<file path="src/bcl_defs.vh">
// constants for the boot clock loader: register map, fields, timing
`ifndef BCL_DEFS_VH
`define BCL_DEFS_VH
// register byte offsets on the control bus
`define BCL_REG_STATUS 8'h00
`define BCL_REG_PLL 8'h04
`define BCL_REG_OSC_KHZ 8'h08
`define BCL_REG_TILE_KHZ 8'h0C
`define BCL_REG_IMG_WORDS 8'h10
`define BCL_REG_CRC 8'h14
// pll configuration field positions
`define BCL_PLL_R_LSB 0
`define BCL_PLL_F_LSB 8
`define BCL_PLL_OD_LSB 24
// startup pll settings per strap code {high,low}
`define BCL_F_SEL00 12'h09F
`define BCL_F_SEL11 12'h03F
`define BCL_F_SEL10 12'h01F
`define BCL_F_SEL01 12'h00F
`define BCL_OD_BOOT 3'h1
`define BCL_R_BOOT 6'h00
// reset value of the oscillator frequency register, in kHz
`define BCL_OSC_KHZ_RST 32'h00006000
// image format
`define BCL_NO_CRC_MAGIC 32'h0D15AB1E
`define BCL_CRC_POLY 32'hEDB88320
`define BCL_CRC_PRESET 32'hFFFFFFFF
`define BCL_SEC_BOOT_BIT 5
// internal reset delay before boot
`define BCL_CLK_MHZ 100
`define BCL_BOOT_DELAY_US 15
`define BCL_BOOT_DELAY_CYC (`BCL_BOOT_DELAY_US * `BCL_CLK_MHZ)
// bus responses
`define BCL_RESP_OKAY 2'h0
`define BCL_RESP_SLVERR 2'h2
`endif

</file>
<file path="src/bcl_loader.v">
// boot clock loader: strap decode, pll fields, image loader with crc check
// Operation
// - strap pins pick startup divider F; OD is 1, R is 0
// - tile clock is oscillator times (F+1)/2 over (R+1) and (OD+1)
// - software may rewrite OD, F and R at run time via a register
// - during chip reset the block stays reset and pulls GPIOs down
// - booting starts 15 to 150 microseconds after reset release
// - security bit 5 picks OTP source, otherwise the QSPI flash
// - image is size word, size times four bytes, then check word
// - check word equal to the magic value skips the crc check
// - size and check words arrive least significant byte first
// - program goes to RAM from address zero and starts there
// - crc covers the size word and program bytes only
// - crc uses reflected polynomial, all-ones preset, inverted result
`timescale 1ns/100ps
`default_nettype none
`include "bcl_defs.vh"

module bcl_loader (
	input wire aclk,
	input wire aresetn,
	input wire [7:0] s_axi_awaddr,
	input wire s_axi_awvalid,
	output reg s_axi_awready,
	input wire [31:0] s_axi_wdata,
	input wire [3:0] s_axi_wstrb,
	input wire s_axi_wvalid,
	output reg s_axi_wready,
	output reg [1:0] s_axi_bresp,
	output reg s_axi_bvalid,
	input wire s_axi_bready,
	input wire [7:0] s_axi_araddr,
	input wire s_axi_arvalid,
	output reg s_axi_arready,
	output reg [31:0] s_axi_rdata,
	output reg [1:0] s_axi_rresp,
	output reg s_axi_rvalid,
	input wire s_axi_rready,
	input wire boot_select_low,
	input wire boot_select_high,
	input wire [31:0] security_reg,
	output reg gpio_pulldown_en,
	output reg [5:0] pll_r,
	output reg [11:0] pll_f,
	output reg [2:0] pll_output_divider,
	output reg otp_fetch_req,
	output reg flash_fetch_req,
	input wire [7:0] boot_byte,
	input wire boot_byte_valid,
	output reg boot_byte_ready,
	output reg ram_we,
	output reg [17:0] ram_addr,
	output reg [7:0] ram_wdata,
	output reg core_start,
	output reg [17:0] core_start_addr,
	output reg boot_fail
);

	localparam ST_STRAP = 3'd0, ST_DELAY = 3'd1, ST_SIZE = 3'd2, ST_PROG = 3'd3;
	localparam ST_CHECK = 3'd4, ST_RUN = 3'd5, ST_FAIL = 3'd6;
	localparam [10:0] DELAY_LAST = `BCL_BOOT_DELAY_CYC - 1;

	reg [2:0] state, next_state;
	reg [10:0] delay_cnt;
	reg [1:0] byte_idx, straps;
	reg [31:0] shift_word, words_left, img_words, crc;
	reg [31:0] osc_khz, tile_khz, w_data;
	reg boot_src_otp, aw_held, w_held;
	reg [7:0] aw_addr;
	reg [3:0] w_strb;
	reg [5:0] div_cnt;
	reg [44:0] div_rem, div_quo;
	reg [10:0] div_den;
	wire take, quo_bit;
	wire [31:0] word_in, pll_word, pll_merged, osc_merged;
	wire [44:0] div_trial;
	wire [12:0] f_plus;
	wire [10:0] den_now;

	// one reflected crc byte step, bit 0 first
	function [31:0] crc_byte;
		input [31:0] c;
		input [7:0] d;
		integer i;
		reg [31:0] t;
		begin
			t = c ^ {24'h000000, d};
			for (i = 0; i < 8; i = i + 1) begin
				t = t[0] ? ((t >> 1) ^ `BCL_CRC_POLY) : (t >> 1);
			end
			crc_byte = t;
		end
	endfunction

	// byte-lane merge of a bus write; unstrobed lanes keep their value
	genvar g;
	generate
		for (g = 0; g < 4; g = g + 1) begin : lane
			assign pll_merged[8*g +: 8] =
				w_strb[g] ? w_data[8*g +: 8] : pll_word[8*g +: 8];
			assign osc_merged[8*g +: 8] =
				w_strb[g] ? w_data[8*g +: 8] : osc_khz[8*g +: 8];
		end
	endgenerate

	assign take = boot_byte_valid & boot_byte_ready;
	// assemble a word least significant byte first
	assign word_in = {boot_byte, shift_word[31:8]};
	assign pll_word = {5'h00, pll_output_divider, 4'h0, pll_f, 2'h0, pll_r};

	// loader sequencing
	always @* begin
		next_state = state;
		case (state)
			ST_STRAP: begin
				next_state = ST_DELAY;
			end
			ST_DELAY: begin
				if (delay_cnt == DELAY_LAST) begin
					next_state = ST_SIZE;
				end
			end
			ST_SIZE: begin
				if (take && byte_idx == 2'h3) begin
					next_state = (word_in == 32'h00000000) ? ST_CHECK : ST_PROG;
				end
			end
			ST_PROG: begin
				if (take && byte_idx == 2'h3 && words_left == 32'h00000001) begin
					next_state = ST_CHECK;
				end
			end
			ST_CHECK: begin
				if (take && byte_idx == 2'h3) begin
					if (word_in == `BCL_NO_CRC_MAGIC) begin
						next_state = ST_RUN;
					end else if (word_in == ~crc) begin
						next_state = ST_RUN;
					end else begin
						next_state = ST_FAIL;
					end
				end
			end
			ST_RUN, ST_FAIL: begin
				next_state = state;
			end
			default: begin
				next_state = ST_STRAP;
			end
		endcase
	end

	// image intake, crc and ram writes
	always @(posedge aclk) begin
		if (!aresetn) begin
			state <= ST_STRAP;
			delay_cnt <= 11'h000;
			byte_idx <= 2'h0;
			shift_word <= 32'h00000000;
			words_left <= 32'h00000000;
			img_words <= 32'h00000000;
			crc <= `BCL_CRC_PRESET;
			straps <= 2'h0;
			boot_src_otp <= 1'b0;
			gpio_pulldown_en <= 1'b1;
			otp_fetch_req <= 1'b0;
			flash_fetch_req <= 1'b0;
			boot_byte_ready <= 1'b0;
			ram_we <= 1'b0;
			ram_addr <= 18'h00000;
			ram_wdata <= 8'h00;
			core_start <= 1'b0;
			core_start_addr <= 18'h00000;
			boot_fail <= 1'b0;
		end else begin
			state <= next_state;
			ram_we <= 1'b0;
			core_start <= 1'b0;
			boot_byte_ready <= (next_state == ST_SIZE) ||
				(next_state == ST_PROG) || (next_state == ST_CHECK);
			if (state == ST_STRAP) begin
				// caught one edge after release; pins held steady from here
				straps <= {boot_select_high, boot_select_low};
				boot_src_otp <= security_reg[`BCL_SEC_BOOT_BIT];
			end
			if (state == ST_DELAY) begin
				delay_cnt <= delay_cnt + 11'h001;
			end
			if (next_state == ST_SIZE && state == ST_DELAY) begin
				gpio_pulldown_en <= 1'b0;
				otp_fetch_req <= boot_src_otp;
				flash_fetch_req <= ~boot_src_otp;
			end
			if (take) begin
				shift_word <= word_in;
				byte_idx <= byte_idx + 2'h1;
				if (state != ST_CHECK) begin
					crc <= crc_byte(crc, boot_byte);
				end
				if (state == ST_SIZE && byte_idx == 2'h3) begin
					words_left <= word_in;
					img_words <= word_in;
				end
				if (state == ST_PROG) begin
					ram_we <= 1'b1;
					ram_wdata <= boot_byte;
					if (byte_idx == 2'h3) begin
						words_left <= words_left - 32'h00000001;
					end
				end
			end
			// address steps after each write; first byte lands at zero
			if (ram_we) begin
				ram_addr <= ram_addr + 18'h00001;
			end
			if (state == ST_CHECK && next_state != ST_CHECK) begin
				otp_fetch_req <= 1'b0;
				flash_fetch_req <= 1'b0;
				core_start <= (next_state == ST_RUN);
				core_start_addr <= 18'h00000;
				boot_fail <= (next_state == ST_FAIL);
			end
		end
	end

	// pll fields: strap table at boot, software override after
	always @(posedge aclk) begin
		if (!aresetn) begin
			pll_f <= `BCL_F_SEL00;
			pll_r <= `BCL_R_BOOT;
			pll_output_divider <= `BCL_OD_BOOT;
			osc_khz <= `BCL_OSC_KHZ_RST;
		end else if (state == ST_STRAP) begin
			pll_r <= `BCL_R_BOOT;
			pll_output_divider <= `BCL_OD_BOOT;
			case ({boot_select_high, boot_select_low})
				2'b00: pll_f <= `BCL_F_SEL00;
				2'b11: pll_f <= `BCL_F_SEL11;
				2'b10: pll_f <= `BCL_F_SEL10;
				2'b01: pll_f <= `BCL_F_SEL01;
				default: pll_f <= `BCL_F_SEL00;
			endcase
		end else if (aw_held && w_held && !s_axi_bvalid) begin
			// no range check here: legal values are software's duty
			if (aw_addr == `BCL_REG_PLL) begin
				pll_r <= pll_merged[`BCL_PLL_R_LSB +: 6];
				pll_f <= pll_merged[`BCL_PLL_F_LSB +: 12];
				pll_output_divider <= pll_merged[`BCL_PLL_OD_LSB +: 3];
			end
			if (aw_addr == `BCL_REG_OSC_KHZ) begin
				osc_khz <= osc_merged;
			end
		end
	end

	// tile clock monitor: osc*(F+1) / (2*(R+1)*(OD+1)), 46 cycles a pass
	assign f_plus = {1'b0, pll_f} + 13'h0001;
	// widen before adding one, so r of 63 does not wrap to a zero divisor
	assign den_now = (({5'h00, pll_r} + 11'h001) << 1) *
		({8'h00, pll_output_divider} + 11'h001);
	assign div_trial = {div_rem[43:0], div_quo[44]};
	assign quo_bit = div_trial >= {34'h0, div_den};
	always @(posedge aclk) begin
		if (!aresetn) begin
			div_cnt <= 6'h00;
			div_rem <= 45'h0;
			div_quo <= 45'h0;
			div_den <= 11'h002;
			tile_khz <= 32'h00000000;
		end else if (div_cnt == 6'h00) begin
			div_rem <= 45'h0;
			div_quo <= {13'h0, osc_khz} * {32'h0, f_plus};
			div_den <= den_now;
			div_cnt <= 6'h01;
		end else begin
			if (quo_bit) begin
				div_rem <= div_trial - {34'h0, div_den};
				div_quo <= {div_quo[43:0], 1'b1};
			end else begin
				div_rem <= div_trial;
				div_quo <= {div_quo[43:0], 1'b0};
			end
			if (div_cnt == 6'h2D) begin
				// take the last quotient bit too, not the stale word
				tile_khz <= {div_quo[30:0], quo_bit};
				div_cnt <= 6'h00;
			end else begin
				div_cnt <= div_cnt + 6'h01;
			end
		end
	end

	// bus write side: address and data in either order, one at a time
	always @(posedge aclk) begin
		if (!aresetn) begin
			aw_held <= 1'b0;
			w_held <= 1'b0;
			aw_addr <= 8'h00;
			w_data <= 32'h00000000;
			w_strb <= 4'h0;
			s_axi_awready <= 1'b0;
			s_axi_wready <= 1'b0;
			s_axi_bvalid <= 1'b0;
			s_axi_bresp <= `BCL_RESP_OKAY;
		end else begin
			s_axi_awready <= !aw_held && !(s_axi_awvalid && s_axi_awready);
			s_axi_wready <= !w_held && !(s_axi_wvalid && s_axi_wready);
			if (s_axi_awvalid && s_axi_awready) begin
				aw_held <= 1'b1;
				aw_addr <= s_axi_awaddr;
			end
			if (s_axi_wvalid && s_axi_wready) begin
				w_held <= 1'b1;
				w_data <= s_axi_wdata;
				w_strb <= s_axi_wstrb;
			end
			if (aw_held && w_held && !s_axi_bvalid) begin
				s_axi_bvalid <= 1'b1;
				s_axi_bresp <= (aw_addr == `BCL_REG_PLL ||
					aw_addr == `BCL_REG_OSC_KHZ) ? `BCL_RESP_OKAY :
					`BCL_RESP_SLVERR;
			end
			if (s_axi_bvalid && s_axi_bready) begin
				s_axi_bvalid <= 1'b0;
				aw_held <= 1'b0;
				w_held <= 1'b0;
				s_axi_awready <= 1'b1;
				s_axi_wready <= 1'b1;
			end
		end
	end

	// bus read side
	always @(posedge aclk) begin
		if (!aresetn) begin
			s_axi_arready <= 1'b0;
			s_axi_rvalid <= 1'b0;
			s_axi_rdata <= 32'h00000000;
			s_axi_rresp <= `BCL_RESP_OKAY;
		end else begin
			s_axi_arready <= !s_axi_rvalid && !(s_axi_arvalid && s_axi_arready);
			if (s_axi_arvalid && s_axi_arready) begin
				s_axi_rvalid <= 1'b1;
				s_axi_rresp <= `BCL_RESP_OKAY;
				case (s_axi_araddr)
					`BCL_REG_STATUS: s_axi_rdata <= {24'h0, boot_fail,
						boot_src_otp, straps, 1'b0, state};
					`BCL_REG_PLL: s_axi_rdata <= pll_word;
					`BCL_REG_OSC_KHZ: s_axi_rdata <= osc_khz;
					`BCL_REG_TILE_KHZ: s_axi_rdata <= tile_khz;
					`BCL_REG_IMG_WORDS: s_axi_rdata <= img_words;
					`BCL_REG_CRC: s_axi_rdata <= ~crc;
					default: begin
						s_axi_rdata <= 32'h00000000;
						s_axi_rresp <= `BCL_RESP_SLVERR;
					end
				endcase
			end else if (s_axi_rvalid && s_axi_rready) begin
				s_axi_rvalid <= 1'b0;
				s_axi_arready <= 1'b1;
			end
		end
	end

endmodule // bcl_loader
`default_nettype wire

</file>
<file path="config.mk">
export PLATFORM = sky130hd
export DESIGN_NAME = bcl_loader
export DESIGN_NICKNAME = d
export VERILOG_FILES = /design/src/bcl_loader.v
export VERILOG_INCLUDE_DIRS = /design/src
export SDC_FILE = /design/constraint.sdc
export NUM_CORES = 2
export LEC_CHECK = 0
export BUFFER_PORTS_ARGS = -buffer_cell sky130_fd_sc_hd__buf_2
export CAP_MARGIN = 20
export CORE_ASPECT_RATIO = 1.2
export CORE_UTILIZATION = 39
export DETAILED_ROUTE_END_ITERATION = 16
export PLACE_DENSITY_LB_ADDON = 0.12
export RECOVER_POWER = 50
export SLEW_MARGIN = 10
export SYNTH_ARGS = -nofsm -noshare
export SYNTH_HDL_FRONTEND = slang
export SYNTH_SLANG_ARGS = --single-unit
</file>
<file path="constraint.sdc">
create_clock -name aclk -period 8.1 [get_ports aclk]
set_input_delay 1.62 -clock aclk [delete_from_list [all_inputs] [get_ports aclk]]
set_output_delay 1.62 -clock aclk [all_outputs]
set_load 0.005 [all_outputs]
</file>
# --- Word-level counts from Yosys, hierarchy flattened ---
# Index checks and enable logic that the tools add are counted.
totals:
  reg_bits: 457
  input_bits: 102
  out_inout_bits: 113
  wordCells: 197
classes:
  addsub: 9
  mul: 2
  order_cmp: 1
  n_eq_ne: 29
  n_mux: 40
  bitwise_logic: 15
  n_reduce_logical: 56
op_table:
  columns: ["op", "count"]
  rows:
  - ["two-way mux 32 bit", 11]
  - ["case mux 32 bit (6 select lines)", 1]
  - ["inverter 13 -> 14 bit", 8]
  - ["case mux 12 bit (4 select lines)", 1]
  - [">= comparator 45 x 11 -> 1 bit", 1]
  - ["multiplier 32 x 13 -> 45 bit", 1]
  - ["two-way mux 45 bit", 1]
  - ["two-way mux 44 bit", 1]
  - ["subtractor 44 x 11 -> 44 bit", 1]
  - ["two-way mux 12 bit", 3]
  - ["== test 32 x 1 -> 1 bit (second input constant)", 1]
  - ["== test 32 x 28 -> 1 bit (second input constant)", 1]
  - ["== test 32 bit", 1]
  - ["zero test 32 bit", 1]
  - ["inverter 32 bit", 1]
  - ["subtractor 32 x 1 -> 32 bit (second input constant)", 1]
  - ["XOR 32 x 8 -> 32 bit", 1]
  - ["== test 8 x 4 -> 1 bit (second input constant)", 3]
  - ["adder 18 x 1 -> 18 bit (second input constant)", 1]
  - ["== test 3 bit (second input constant)", 6]
  - ["case mux 3 bit (6 select lines)", 1]
  - ["== test 8 x 3 -> 1 bit (second input constant)", 2]
  - ["== test 8 x 5 -> 1 bit (second input constant)", 2]
  - ["AND reduction 4 bit", 4]
  - ["other kinds (34)", 97]

# --- Longest topological paths before layout ---
logic_depth:
  ltp_word: 17
  mapped_depth: 27
  ltp_nobuf: 26

# --- Least setup slack after synthesis ---
# No wires, ideal clock.
synth_timing:
  path_kind: "register -> register"
  from: "register pll_f[2]"
  to: "register div_quo[39]"
  setup_ns: 0.117
  arrival_ns: 6.508
  required_time_ns: 7.983
  path_slack_ns: 1.474
  stages_incl_launch_ff: 26
  n_path_buf: 1
  synth_period_minus_slack_ns: 6.626
  path_cell_list: "dfxtp_1 > and3_1 > and2_0 > and3_1 > nand2_1 > xnor2_1 > clkbuf_1 > nand2_1 > fa_1 > fa_1 > inv_1 > fa_1 > fa_1 > inv_1 > fa_1 > inv_1 > ha_1 > and4_1 > nand3_1 > a31oi_1 > nand2b_1 > o31ai_1 > a211oi_1 > o31a_1 > or3_1 > a32o_1"
synth_via:
  elab_chain_cells: 3
synth_rtl:
  columns: ["item", "line", "text"]
  rows:
  - ["start, declared", "bcl_loader.v:44", "output reg [11:0] pll_f,"]
  - ["start signal, assigned", "bcl_loader.v:229", "pll_f <= `BCL_F_SEL00;"]
  - ["start signal, assigned", "bcl_loader.v:237", "2'b00: pll_f <= `BCL_F_SEL00;"]
  - ["start signal, assigned", "bcl_loader.v:238", "2'b11: pll_f <= `BCL_F_SEL11;"]
  - ["adder 12 x 1 -> 13 bit", "bcl_loader.v:257", "assign f_plus = {1'b0, pll_f} + 13'h0001;"]
  - ["multiplier 32 x 13 -> 45 bit", "bcl_loader.v:272", "div_quo <= {13'h0, osc_khz} * {32'h0, f_plus};"]
  - ["two-way mux 45 bit", "bcl_loader.v:270", "end else if (div_cnt == 6'h00) begin"]
  - ["end signal, assigned", "bcl_loader.v:272", null]
  - ["end signal, assigned", "bcl_loader.v:278", "div_quo <= {div_quo[43:0], 1'b1};"]
  - ["end signal, assigned", "bcl_loader.v:281", "div_quo <= {div_quo[43:0], 1'b0};"]
  - ["end, declared", "bcl_loader.v:72", "reg [44:0] div_rem, div_quo;"]
# Every way passes these cells.
# A chain may end at the register's enable or synchronous reset.

# --- Worst setup path in the final report ---
layout_timing:
  from: "register pll_f[0]"
  to: "register div_quo[44]"
# The elaborated chain is that of the path after synthesis.

==> impl_metrics.toml <==
[run_status]
status = "finished, violations left"
violations = "max-capacitance violations, max-slew violations"

[sta]
final_hold_viol_count = 0
setup_violations = 0
worst_slew_pin_slew_ns = 2.61
clock_skew_ns = 0.0258
maxSlewViolCount = 415
rsz0062_at_grt = "no"
post-route-min-period_ns = 7.47
slew_headroom_pct = -74.2
period_share_pct = 92.3
hold_slack_ns = 0.427
setup_slack_ns = 0.625
fmax_mhz = 134
tns_ns = 0

[routing]
wl_per_cell_um = 20.4
drt_pre_antenna_iters = 5
ant_nets = 0
postRouteWirelength_um = 109000
vias = 27800
first_iter_violations = 1622
drc_errors = 0
vias_per_cell = 5.23

[floorplanning]
die_area_sq_um = 88300
rows = 118
start_util_pct = 39.4
die_w_um = 271
io_pins = 215
dieHeight_um = 325
core-area_sq_um = 86200

[clocking]
cts_setup_buffers = 0
cts_buffer_depth = 3
cts-root-buf = "clkbuf_16"
cts-resized-gates = 0
htree_num_levels = 2
cts_tree = "done"
cts.sinks = 447
clock_latency_ns = 0.61
numCtsBuffers = 48
cts_hold_buf = 0
clk_pin_slew_worst_paths_ns = 0.06

[logic_synthesis]
synth_edf_count = 0
synth.area.top_cells = "dfxtp_1 (26%), fa_1 (20%), nand2_1 (9.4%)"
synth.top_cell.area_share_pct = 26.3
synthCells = 4078
synthFlopType = "dfxtp_1"
syn_area_per_cell_sq_um = 8.33
yosys_warnings = 0
synth-seq-cells = 447
ys_seq_area_share_pct = 26.3
synth_area_sq_um = 34000
yosys.area.top_type = "dfxtp_1"
yosysMostFrequentCell = "nand2_1"
async_reset_ff_share_pct = 0
yosysUniqueCellTypes = 84
ys_top_cells_by_count = "nand2_1 (846), dfxtp_1 (447), inv_1 (418)"

[grt]
grt_pass1_vias = 28400
grt_max_degree = 93
grt_pass1_wl_um = 171000
gr-usage-all-layers_pct = 25.0
grt.overflow.total = 0
grt_antenna_before_repair = 0

[min_path]
hold_class = "flip-flop to flip-flop"
whs_path_depth = 2
worstHoldEndpoint = "div_quo[40]"
holdCritStartpoint = "div_quo[39]"

[worst_setup_path]
cp.arrival_ns = 7.94
r2r_setup_slack_ns = 0.63
r2r-end = "div_quo[44]"
ff2ff_path_depth = 24
required_ns = 8.56
critPathMaxFanout = 32
end_kind = "flip-flop"
rr_startpoint = "pll_f[0]"
critical_path.startpoint_type = "flip-flop"
worst-setup-path-type = "flip-flop to flip-flop"

[power]
peakVddDrop_mv = 0.325
power_switching_uw = 2150
pwr-share-clk_pct = 34.2
internal_power_uw = 4300
p_seq_share_pct = 37.5
power_density_nw_per_um2 = 172
leakagePower_uw = 0.0165
p_comb_share_pct = 28.3
p_sw_share_pct = 33.4

[final_layout]
final_nets = 4709
final_core_util_pct = 43.5
drive_gt1_share_pct = 8.21
syn_to_final_growth_pct = 10.5

[placed_design]
dp_slack_ns = 0.634
place_hpwl_um = 80600
routabilityCongestion = 0.906
io_buffer_count = 163

[job]
drv_cap = 7
## worst max-delay path by stage
stage / from / endpoint / cells past startpoint
after floorplan: pll_f[2] / div_quo[39] / 25
after global placement: pll_f[0] / div_quo[42] / 25
after detailed placement: pll_f[0] / div_quo[42] / 24
after CTS: pll_f[0] / div_quo[42] / 25
after global routing: pll_f[0] / div_quo[44] / 24
final: pll_f[0] / div_quo[44] / 24
## kinds of logic after synthesis
family	after synthesis	share of synthesized area [%]
compound gates	647	12.3
fa+ha+maj	465	24.7
flops	447	26.3
other cells	1	0.0110
buf+inv	678	7.73
xor+xnor	216	5.57
mux	86	2.60
simple gates	1538	20.8
## area by class of cell
cell class                      count  area (sq um)
Fill cell                        8865         48700
Clock buffer                       73          1400
Timing Repair Buffer              254          1460
Antenna cell                        3          7.51
Clock inverter                     13           141
Tap cell                         1140          1430
Multi-Input combinational cell   2972         22600
Sequential cell                   447          8950
Inverter                          419          1570
## worst max-delay path, stage by stage (launching register included)
cell and delay, ns:
dfxtp_2 0.54, ha_1 0.29, and3_1 0.30, nand3_1 0.15
xnor2_2 0.16, buf_4 0.40, nand2_1 0.13, fa_1 0.50
fa_1 0.55, inv_1 0.06, fa_1 0.53, fa_1 0.56
inv_1 0.06, fa_1 0.53, inv_1 0.04, ha_1 0.38
o21a_1 0.20, o211ai_1 0.24, o21ai_0 0.16, a211oi_2 0.36
o2111ai_1 0.23, nand2_1 0.16, o221ai_1 0.16, or4_1 0.50
a31oi_1 0.13
## metrics by stage
step	area [sq um]	power (uW)	std cells
5_1_grt	37500	6840	5318
3_5_place_dp	36000	4310	5231
4_1_cts	37600	6540	5317
2_1_floorplan	34000	3920	4097
6_report	37500	6450	5321
3_3_place_gp	36000	4300	5231
## power by group through the flow
stage          sequential (uW)  combinational (uW)  clock, uW
2_1_floorplan             2440                1490          0
3_3_place_gp              2470                1840          0
3_5_place_dp              2470                1840          0
4_1_cts                   2420                1850       2270
5_1_grt                   2440                2060       2340
6_report                  2420                1820       2210
## state kept, by name (all words and copies together), names as in the netlist, 8 cells and up
name	flops
aw_addr	8
crc	32
delay_cnt	11
div_den	10
div_quo	45
div_rem	44
img_words	32
osc_khz	32
pll_f	12
ram_addr	18
ram_wdata	8
s_axi_rdata	32
shift_word	24
tile_khz	32
w_data	32
words_left	32
## layout by cell type (no fill, tap or decap), types with 100 or more instances in the layout
cell | netlist | routed
fa_1 | 341 | 341
ha_1 | 124 | 124
dfxtp_1 | 447 | 446
inv_1 | 418 | 417
xnor2_1 | 114 | 106
and2_1 | 129 | 125
nand2_1 | 846 | 845
xor2_1 | 102 | 100
nor2_1 | 193 | 191
a21oi_1 | 238 | 238
buf_2 | 3 | 113
## per-layer routing
| metal | routed length (um) | track usage, % |
|---|---|---|
| met5 | 0 | 0 |
| met4 | 5640 | 11.7 |
| met3 | 5200 | 3.59 |
| met2 | 53100 | 43.2 |
| met1 | 44600 | 30.3 |
Power figures use the tool's default switching activity.
